--- src/svd_pkg.sv ---
// constants, state layout and address decode of the supply trip detector
// assumes a 125 MHz system clock and a 32-bit AXI4-Lite register port
package svd_pkg;

  localparam int ADDR_W = 4;
  localparam int DATA_W = 32;

  // register byte addresses
  localparam logic [ADDR_W-1:0] CTRL_OFS = 4'h0;
  localparam logic [ADDR_W-1:0] STAT_OFS = 4'h4;
  localparam logic [ADDR_W-1:0] MASK_OFS = 4'h8;

  // voltage_detect_control fields
  localparam int DIR_BIT = 7;
  localparam int BGAP_BIT = 6;
  localparam int REFST_BIT = 5;
  localparam int EN_BIT = 4;
  localparam int LEVEL_LSB = 0;
  localparam int LEVEL_W = 4;
  localparam logic [LEVEL_W-1:0] LEVEL_RST = 4'h5;
  localparam logic [LEVEL_W-1:0] LEVEL_EXT = 4'hf;
  localparam logic DIR_RST = 1'b0;
  localparam logic EN_RST = 1'b0;

  // status and mask layout
  localparam int EVT_BIT = 2;

  localparam logic [1:0] RESP_OKAY = 2'h0;
  localparam logic [1:0] RESP_SLVERR = 2'h2;

  // reference start-up interval
  localparam int CLK_PERIOD_NS = 8;
  localparam int TIRVST_NS = 20000;
  localparam int STAB_CYCLES = (TIRVST_NS + CLK_PERIOD_NS - 1) / CLK_PERIOD_NS;
  localparam int STAB_W = 12;

  localparam int SYNC_W = 4;

  typedef struct packed {
    logic dir;
    logic en;
    logic [LEVEL_W-1:0] level;
    logic [STAB_W-1:0] stab_cnt;
    logic cond_prev;
    logic flag;
    logic irq_en;
    logic aw_got;
    logic [ADDR_W-1:0] aw_addr;
    logic w_got;
    logic [DATA_W-1:0] w_data;
    logic [3:0] w_strb;
    logic bvalid;
    logic [1:0] bresp;
    logic rvalid;
    logic [DATA_W-1:0] rdata;
    logic [1:0] rresp;
  } svd_state_s;

  // one-hot {mask, status, control}; zero for an unmapped address
  function automatic logic [2:0] svd_decode(input logic [ADDR_W-1:0] a);
    svd_decode = {a == MASK_OFS, a == STAT_OFS, a == CTRL_OFS};
  endfunction

endpackage

--- src/svd_sync.sv ---
// two-flop synchroniser for a group of independent levels
// assumes each input bit is a slow level, not a bus word
`timescale 1ns/1ps
module svd_sync #(
  parameter int WIDTH = 4
) (
  input wire logic clock_in,
  input wire logic nrst_in,
  input wire logic [WIDTH-1:0] async_in,
  output logic [WIDTH-1:0] sync_out
);

  typedef struct packed {
    logic [WIDTH-1:0] meta;
    logic [WIDTH-1:0] stable;
  } svd_sync_s;

  svd_sync_s st_r;
  svd_sync_s st_nxt;

  initial begin
    if (WIDTH < 1) $error("svd_sync: WIDTH must be at least one");
  end

  always_comb begin
    st_nxt.meta = async_in;
    st_nxt.stable = st_r.meta;
  end

  always_ff @(posedge clock_in) begin
    if (!nrst_in) begin
      st_r <= '0;
    end else begin
      st_r <= st_nxt;
    end
  end

  assign sync_out = st_r.stable;

endmodule // svd_sync

--- src/svd_top.sv ---
// supply trip detector: control register, start-up timer, event flag, irq
// assumes the analog comparator, divider and reference sit outside
//
// Summary of operation
// direction clear: fall to trip point is event
// direction set: rise to trip point is event
// enable powers detector, starts stabilisation interval
// disabled detector is powered down, no events
// read-only reference stable bit after interval
// no flag while reference not yet stable
// four-bit level, top code selects external input
// read-only bandgap stable status bit
// configured crossing sets flag, irq if enabled
// event flag in bit two, software clears
// level all ones routes external trip input
// reset returns control register, detector off
// software disables detector before changing settings
// comparator and stable indications synchronised first
//
// Implementation choices: the AXI4-Lite interface to the registers and the placing of the registers.
`timescale 1ns/1ps
module svd_top
  import svd_pkg::*;
#(
  parameter int STAB_CYCLES_P = svd_pkg::STAB_CYCLES
) (
  input wire logic clock_in,
  input wire logic nrst_in,
  // axi4-lite slave
  input wire logic s_axi_awvalid,
  output logic s_axi_awready,
  input wire logic [svd_pkg::ADDR_W-1:0] s_axi_awaddr,
  input wire logic s_axi_wvalid,
  output logic s_axi_wready,
  input wire logic [svd_pkg::DATA_W-1:0] s_axi_wdata,
  input wire logic [3:0] s_axi_wstrb,
  output logic s_axi_bvalid,
  input wire logic s_axi_bready,
  output logic [1:0] s_axi_bresp,
  input wire logic s_axi_arvalid,
  output logic s_axi_arready,
  input wire logic [svd_pkg::ADDR_W-1:0] s_axi_araddr,
  output logic s_axi_rvalid,
  input wire logic s_axi_rready,
  output logic [svd_pkg::DATA_W-1:0] s_axi_rdata,
  output logic [1:0] s_axi_rresp,
  // analog side
  input wire logic cmp_at_or_below_in,
  input wire logic cmp_at_or_above_in,
  input wire logic ref_ready_in,
  input wire logic bandgap_ok_in,
  output logic detector_power_out,
  output logic trip_direction_out,
  output logic [svd_pkg::LEVEL_W-1:0] trip_level_out,
  output logic external_trip_sel_out,
  output logic irq_out
);

  initial begin
    if (STAB_CYCLES_P < 1 || STAB_CYCLES_P >= (1 << STAB_W))
      $error("svd_top: STAB_CYCLES_P out of range");
  end

  //////////////////////////////////////////////////////////////////////////////

  svd_state_s st_r;
  svd_state_s st_nxt;
  logic [SYNC_W-1:0] sync_q;
  logic below_s;
  logic above_s;
  logic ref_ok_s;
  logic bgap_s;
  logic ref_stable;
  logic cond;
  logic event_set;
  logic aw_hs;
  logic w_hs;
  logic ar_hs;
  logic wr_fire;
  logic [2:0] wr_sel;
  logic [2:0] rd_sel;
  logic [DATA_W-1:0] ctrl_word;

  localparam logic [STAB_W-1:0] STAB_LAST = STAB_W'(STAB_CYCLES_P);

  svd_sync #(
    .WIDTH(SYNC_W)
  ) u_sync (
    .clock_in(clock_in),
    .nrst_in(nrst_in),
    .async_in({bandgap_ok_in, ref_ready_in, cmp_at_or_above_in, cmp_at_or_below_in}),
    .sync_out(sync_q)
  );

  assign below_s = sync_q[0];
  assign above_s = sync_q[1];
  assign ref_ok_s = sync_q[2];
  assign bgap_s = sync_q[3];

  //////////////////////////////////////////////////////////////////////////////

  assign ref_stable = st_r.en && (st_r.stab_cnt == STAB_LAST) && ref_ok_s;
  assign cond = st_r.dir ? above_s : below_s;
  assign event_set = ref_stable && cond && !st_r.cond_prev;

  assign s_axi_awready = !st_r.aw_got && !st_r.bvalid;
  assign s_axi_wready = !st_r.w_got && !st_r.bvalid;
  assign s_axi_arready = !st_r.rvalid;
  assign aw_hs = s_axi_awvalid && s_axi_awready;
  assign w_hs = s_axi_wvalid && s_axi_wready;
  assign ar_hs = s_axi_arvalid && s_axi_arready;
  assign wr_fire = st_r.aw_got && st_r.w_got && !st_r.bvalid;
  assign wr_sel = svd_decode(st_r.aw_addr);
  assign rd_sel = svd_decode(s_axi_araddr);

  always_comb begin
    ctrl_word = '0;
    ctrl_word[DIR_BIT] = st_r.dir;
    ctrl_word[BGAP_BIT] = bgap_s;
    ctrl_word[REFST_BIT] = ref_stable;
    ctrl_word[EN_BIT] = st_r.en;
    ctrl_word[LEVEL_LSB +: LEVEL_W] = st_r.level;
  end

  always_comb begin
    st_nxt = st_r;
    // start-up timer restarts on every enable
    if (!st_r.en) begin
      st_nxt.stab_cnt = '0;
    end else if (st_r.stab_cnt != STAB_LAST) begin
      st_nxt.stab_cnt = st_r.stab_cnt + 1'b1;
    end
    // edge detector only armed while stable, so enabling at a trip level fires once
    st_nxt.cond_prev = ref_stable && cond;
    // write channel capture
    if (aw_hs) begin
      st_nxt.aw_got = 1'b1;
      st_nxt.aw_addr = s_axi_awaddr;
    end
    if (w_hs) begin
      st_nxt.w_got = 1'b1;
      st_nxt.w_data = s_axi_wdata;
      st_nxt.w_strb = s_axi_wstrb;
    end
    if (wr_fire) begin
      st_nxt.aw_got = 1'b0;
      st_nxt.w_got = 1'b0;
      st_nxt.bvalid = 1'b1;
      st_nxt.bresp = (wr_sel == 3'h0) ? RESP_SLVERR : RESP_OKAY;
      if (st_r.w_strb[0]) begin
        if (wr_sel[0]) begin
          st_nxt.dir = st_r.w_data[DIR_BIT];
          st_nxt.en = st_r.w_data[EN_BIT];
          st_nxt.level = st_r.w_data[LEVEL_LSB +: LEVEL_W];
        end
        if (wr_sel[1] && st_r.w_data[EVT_BIT]) begin
          st_nxt.flag = 1'b0;
        end
        if (wr_sel[2]) begin
          st_nxt.irq_en = st_r.w_data[EVT_BIT];
        end
      end
    end
    // set wins over a clear in the same cycle
    if (event_set) begin
      st_nxt.flag = 1'b1;
    end
    if (st_r.bvalid && s_axi_bready) begin
      st_nxt.bvalid = 1'b0;
    end
    // read channel
    if (st_r.rvalid && s_axi_rready) begin
      st_nxt.rvalid = 1'b0;
    end
    if (ar_hs) begin
      st_nxt.rvalid = 1'b1;
      st_nxt.rresp = (rd_sel == 3'h0) ? RESP_SLVERR : RESP_OKAY;
      st_nxt.rdata = '0;
      if (rd_sel[0]) begin
        st_nxt.rdata = ctrl_word;
      end
      if (rd_sel[1]) begin
        st_nxt.rdata[EVT_BIT] = st_r.flag;
      end
      if (rd_sel[2]) begin
        st_nxt.rdata[EVT_BIT] = st_r.irq_en;
      end
    end
  end

  always_ff @(posedge clock_in) begin
    if (!nrst_in) begin
      st_r <= '0;
      st_r.dir <= DIR_RST;
      st_r.en <= EN_RST;
      st_r.level <= LEVEL_RST;
    end else begin
      st_r <= st_nxt;
    end
  end

  //////////////////////////////////////////////////////////////////////////////

  assign s_axi_bvalid = st_r.bvalid;
  assign s_axi_bresp = st_r.bresp;
  assign s_axi_rvalid = st_r.rvalid;
  assign s_axi_rdata = st_r.rdata;
  assign s_axi_rresp = st_r.rresp;
  assign detector_power_out = st_r.en;
  assign trip_direction_out = st_r.dir;
  assign trip_level_out = st_r.level;
  assign external_trip_sel_out = (st_r.level == LEVEL_EXT);
  assign irq_out = st_r.flag && st_r.irq_en;
endmodule // svd_top

--- config.mk ---
export PLATFORM = sky130hd
export DESIGN_NAME = svd_top
export DESIGN_NICKNAME = d
export VERILOG_FILES = /design/src/svd_pkg.sv /design/src/svd_sync.sv /design/src/svd_top.sv
export SDC_FILE = /design/constraint.sdc
export NUM_CORES = 1
export LEC_CHECK = 0
export ABC_AREA = 1
export BUFFER_PORTS_ARGS = -buffer_cell sky130_fd_sc_hd__buf_2
export CAP_MARGIN = 20
export CORE_ASPECT_RATIO = 0.9
export CORE_MARGIN = 5
export CORE_UTILIZATION = 35
export DETAILED_ROUTE_END_ITERATION = 16
export GPL_TIMING_DRIVEN = 0
export PLACE_DENSITY = 0.68
export SETUP_SLACK_MARGIN = 0.5
export SLEW_MARGIN = 25
export SYNTH_ARGS = -nofsm -noshare
export SYNTH_HDL_FRONTEND = slang
export SYNTH_SLANG_ARGS = --single-unit
--- constraint.sdc ---
create_clock -name clock_in -period 1.4 [get_ports clock_in]
set_input_delay 0.07 -clock clock_in [delete_from_list [all_inputs] [get_ports clock_in]]
set_output_delay 0.07 -clock clock_in [all_outputs]
set_load 0.02 [all_outputs]
==> flow_metrics.env <==
export IMPL_synth_ff_type="dfxtp_1"
export IMPL_grt_busiest_layer="met2"
export IMPL_route_detailed_drc=0
export IMPL_worstPathMaxFanout=4
export IMPL_clock_latency_ns=0.31
export IMPL_rsz0062_at_grt="true"
export IMPL_num_rows=29
export IMPL_reg2regPathDepth=9
export IMPL_firstDrtPassIters=5
export IMPL_die_w_um=99.5
export IMPL_p_per_area_nw_per_um2=804
export IMPL_cts_tree="yes"
export IMPL_crit_required_ns=1.60
export IMPL_ctsHtreeMaxLevel=2
export IMPL_syn_area_per_cell_sq_um=7.38
export IMPL_setup_violations_final=0
export IMPL_grt_max_degree=17
export IMPL_fillers=609
export IMPL_layout_drive_gt1_share=0.496
export IMPL_p_int_uw=2330
export IMPL_wl_um=6440
export IMPL_hold_path_depth=3
export IMPL_grt_overflow_total=0
export IMPL_ys_ff_latch=54
export IMPL_dpl_cell_area_sq_um=3080
export IMPL_finalPower_uw=3220
export IMPL_slew_headroom=0.529
export IMPL_num_nets_final=518
export IMPL_worstSetupStartpointType="flip-flop"
export IMPL_worstSetupEndpointType="flip-flop"
export IMPL_ios=104
export IMPL_syn_area_sq_um=2520
export IMPL_fin_area_sq_um=4010
export IMPL_layout_common_cells="47 x buf_4, 45 x buf_6, 44 x nand2_1"
export IMPL_cp_arrival_ns=1.41
export IMPL_cts_buffers=5
export IMPL_initial_core_util=0.359
export IMPL_antenna_found_initial=0
export IMPL_grt_pass1_wl_um=9790
export IMPL_cap_violations=0
export IMPL_clkPwrFrac=0.303
export IMPL_yosysUniqueCellTypes=32
export IMPL_die_h_um=90.6
export IMPL_yosysSeqAreaShare=0.428
export IMPL_grtUsageMet1=0.155
export IMPL_final_common_cell="buf_4"
export IMPL_finalCritPeriodShare=0.862
export IMPL_finalCriticalPeriod_ns=1.21
export IMPL_wl_per_cell_um=11.6
export IMPL_hold_viol_final=0
export IMPL_synth_async_reset_ratio=0
export IMPL_status="finished clean"
export IMPL_place_hpwl_um=4170
export IMPL_via_count=2408
export IMPL_core_sq_um=7040
export IMPL_use_met2=0.228
export IMPL_clk_pin_slew_ns=0.10
export IMPL_crit_type="reg2reg"
export IMPL_seqPwrFrac=0.510
export IMPL_max_freq_mhz=828
export IMPL_postSynthCellCount=342
export IMPL_grt_pass1_vias=2230
export IMPL_combPwrFrac=0.187
export IMPL_grt_use_met3=0.0286
export IMPL_fin_tns_setup_ns=0
export IMPL_p_sw_uw=895
export IMPL_portBuffers=47
export IMPL_syn2layout_area_growth_pct=58.8
export IMPL_hp_class="in2reg"
export IMPL_synth_edf_count=0
export IMPL_track_usage=0.131
export IMPL_gp_congestion=0.797
export IMPL_root_buffer="clkbuf_8"
export IMPL_tightest_slew_ns=0.706
export IMPL_antenna_left=0
export IMPL_die_area_sq_um=9010
export IMPL_viasPerCell=4.34
export IMPL_ys_warn_count=0
export IMPL_cts_buffer_depth=2
export IMPL_swShare=0.278
export IMPL_p_leak_uw=0.00191
export IMPL_peakVddDrop_v=0.000584
export IMPL_diodes=0
export IMPL_clock_sinks=54
export IMPL_drt_iter0_markers=87
export IMPL_skew_ns=0.00791
export IMPL_finalMaxSlewViolations=0
[routing by layer]
metal  wire length, um  vias to the layer above
met5                 0                        -
met4               139                        0
met3               320                       13
met2              3270                       69
met1              2710                     1076
li1                  -                     1250
[worst max-delay path: stages, from the launching register on]
cell and delay [ns]:
dfxtp_4 0.38, buf_6 0.09, buf_6 0.08, nand2_4 0.04, nor2_4 0.18, nand2_4 0.10
inv_4 0.06, nand2_2 0.04, nand2_2 0.07, a21oi_2 0.05
[area by class of cell]
class / count / area, sq um / area share
Multi-Input combinational cell: 229 / 1380 / 0.344
Inverter: 41 / 179 / 0.0446
Clock buffer: 7 / 97.6 / 0.0243
Timing Repair Buffer: 86 / 722 / 0.180
Buffer: 44 / 369 / 0.0921
Sequential cell: 54 / 1140 / 0.284
Clock inverter: 1 / 6.26 / 0.00156
Tap cell: 93 / 116 / 0.0290
[flip-flops by register name (all words and copies together) (netlist names), 4 cells and up]
register         flops
st_r                28
s_axi_rdata          8
trip_level_out       4
u_sync.st_nxt        4
u_sync.sync_out      4
[per-stage QoR]
stage,worst slack (ns),util,hold WS (ns),std cells
floorplan,0.286,-,0.159,367
global placement,0.182,0.438,0.252,507
detailed placement,0.155,0.438,0.253,507
CTS,0.184,0.529,0.00485,543
global route,0.106,0.569,0.0156,555
finish,0.193,0.569,0.00374,555
[cell usage after synthesis, types with 2 or more instances]
library cell	number	area, sq um
nand2_1	60	225
dfxtp_1	54	1080
nor2_1	53	199
buf_4	40	300
inv_1	38	143
o21ai_0	23	115
a21oi_1	19	95.1
nand3_1	11	55.1
nand2_2	5	31.3
nor3_1	5	25.0
nand4_1	4	25.0
nor2_2	3	18.8
clkbuf_1	2	7.51
ha_1	2	25.0
inv_2	2	7.51
nor2_4	2	22.5
nor3b_1	2	15.0
o211ai_1	2	15.0
xor2_1	2	17.5
[path summary, 6_finish.rpt]
| path | start | endpoint | slack [ns] |
|---|---|---|---|
| setup / recovery | st_r[84]$_SDFFE_PN0P_ | st_r[94]$_SDFFE_PN0P_ | 0.19 |
| hold / removal | s_axi_wdata[1] | st_r[43]$_SDFFE_PN0P_ | 0.004 |
| setup reg to reg | st_r[84]$_SDFFE_PN0P_ | st_r[94]$_SDFFE_PN0P_ | 0.19 |
| hold reg to reg | u_sync.st_nxt[0]$_SDFF_PN0_ | u_sync.sync_out[0]$_SDFF_PN0_ | 0.42 |
[logic make-up (layout without fill, tap and decap cells)]
group	Yosys count	after routing	synth area share
AND/OR/NAND/NOR	150	151	0.266
buffers and inverters	85	179	0.186
flip-flops	54	54	0.428
AO/OA/AOI/OAI	47	47	0.0977
XOR/XNOR	3	3	0.0104
adder cells (fa/ha/maj)	2	2	0.00991
other	1	26	0.00149
[power by group through the flow]
stage | combinational [uW] | sequential (uW) | clock [uW]
after floorplan | 335 | 1670 | 0
after global placement | 431 | 1670 | 0
after detailed placement | 437 | 1680 | 0
after CTS | 528 | 1650 | 996
after global routing | 657 | 1650 | 1070
final | 603 | 1640 | 977
[repair_timing]
item | in CTS | in global routing
gates cloned | 0 | 1
hold buffers | 9 | 0
pin swaps | 24 | 27
resized for setup | 102 | 58
buffers inserted | 19 | 11
setup endpoints to repair | 65 | 67
hold endpoints to repair | 9 | 0
(Power assumes the default switching activity.)
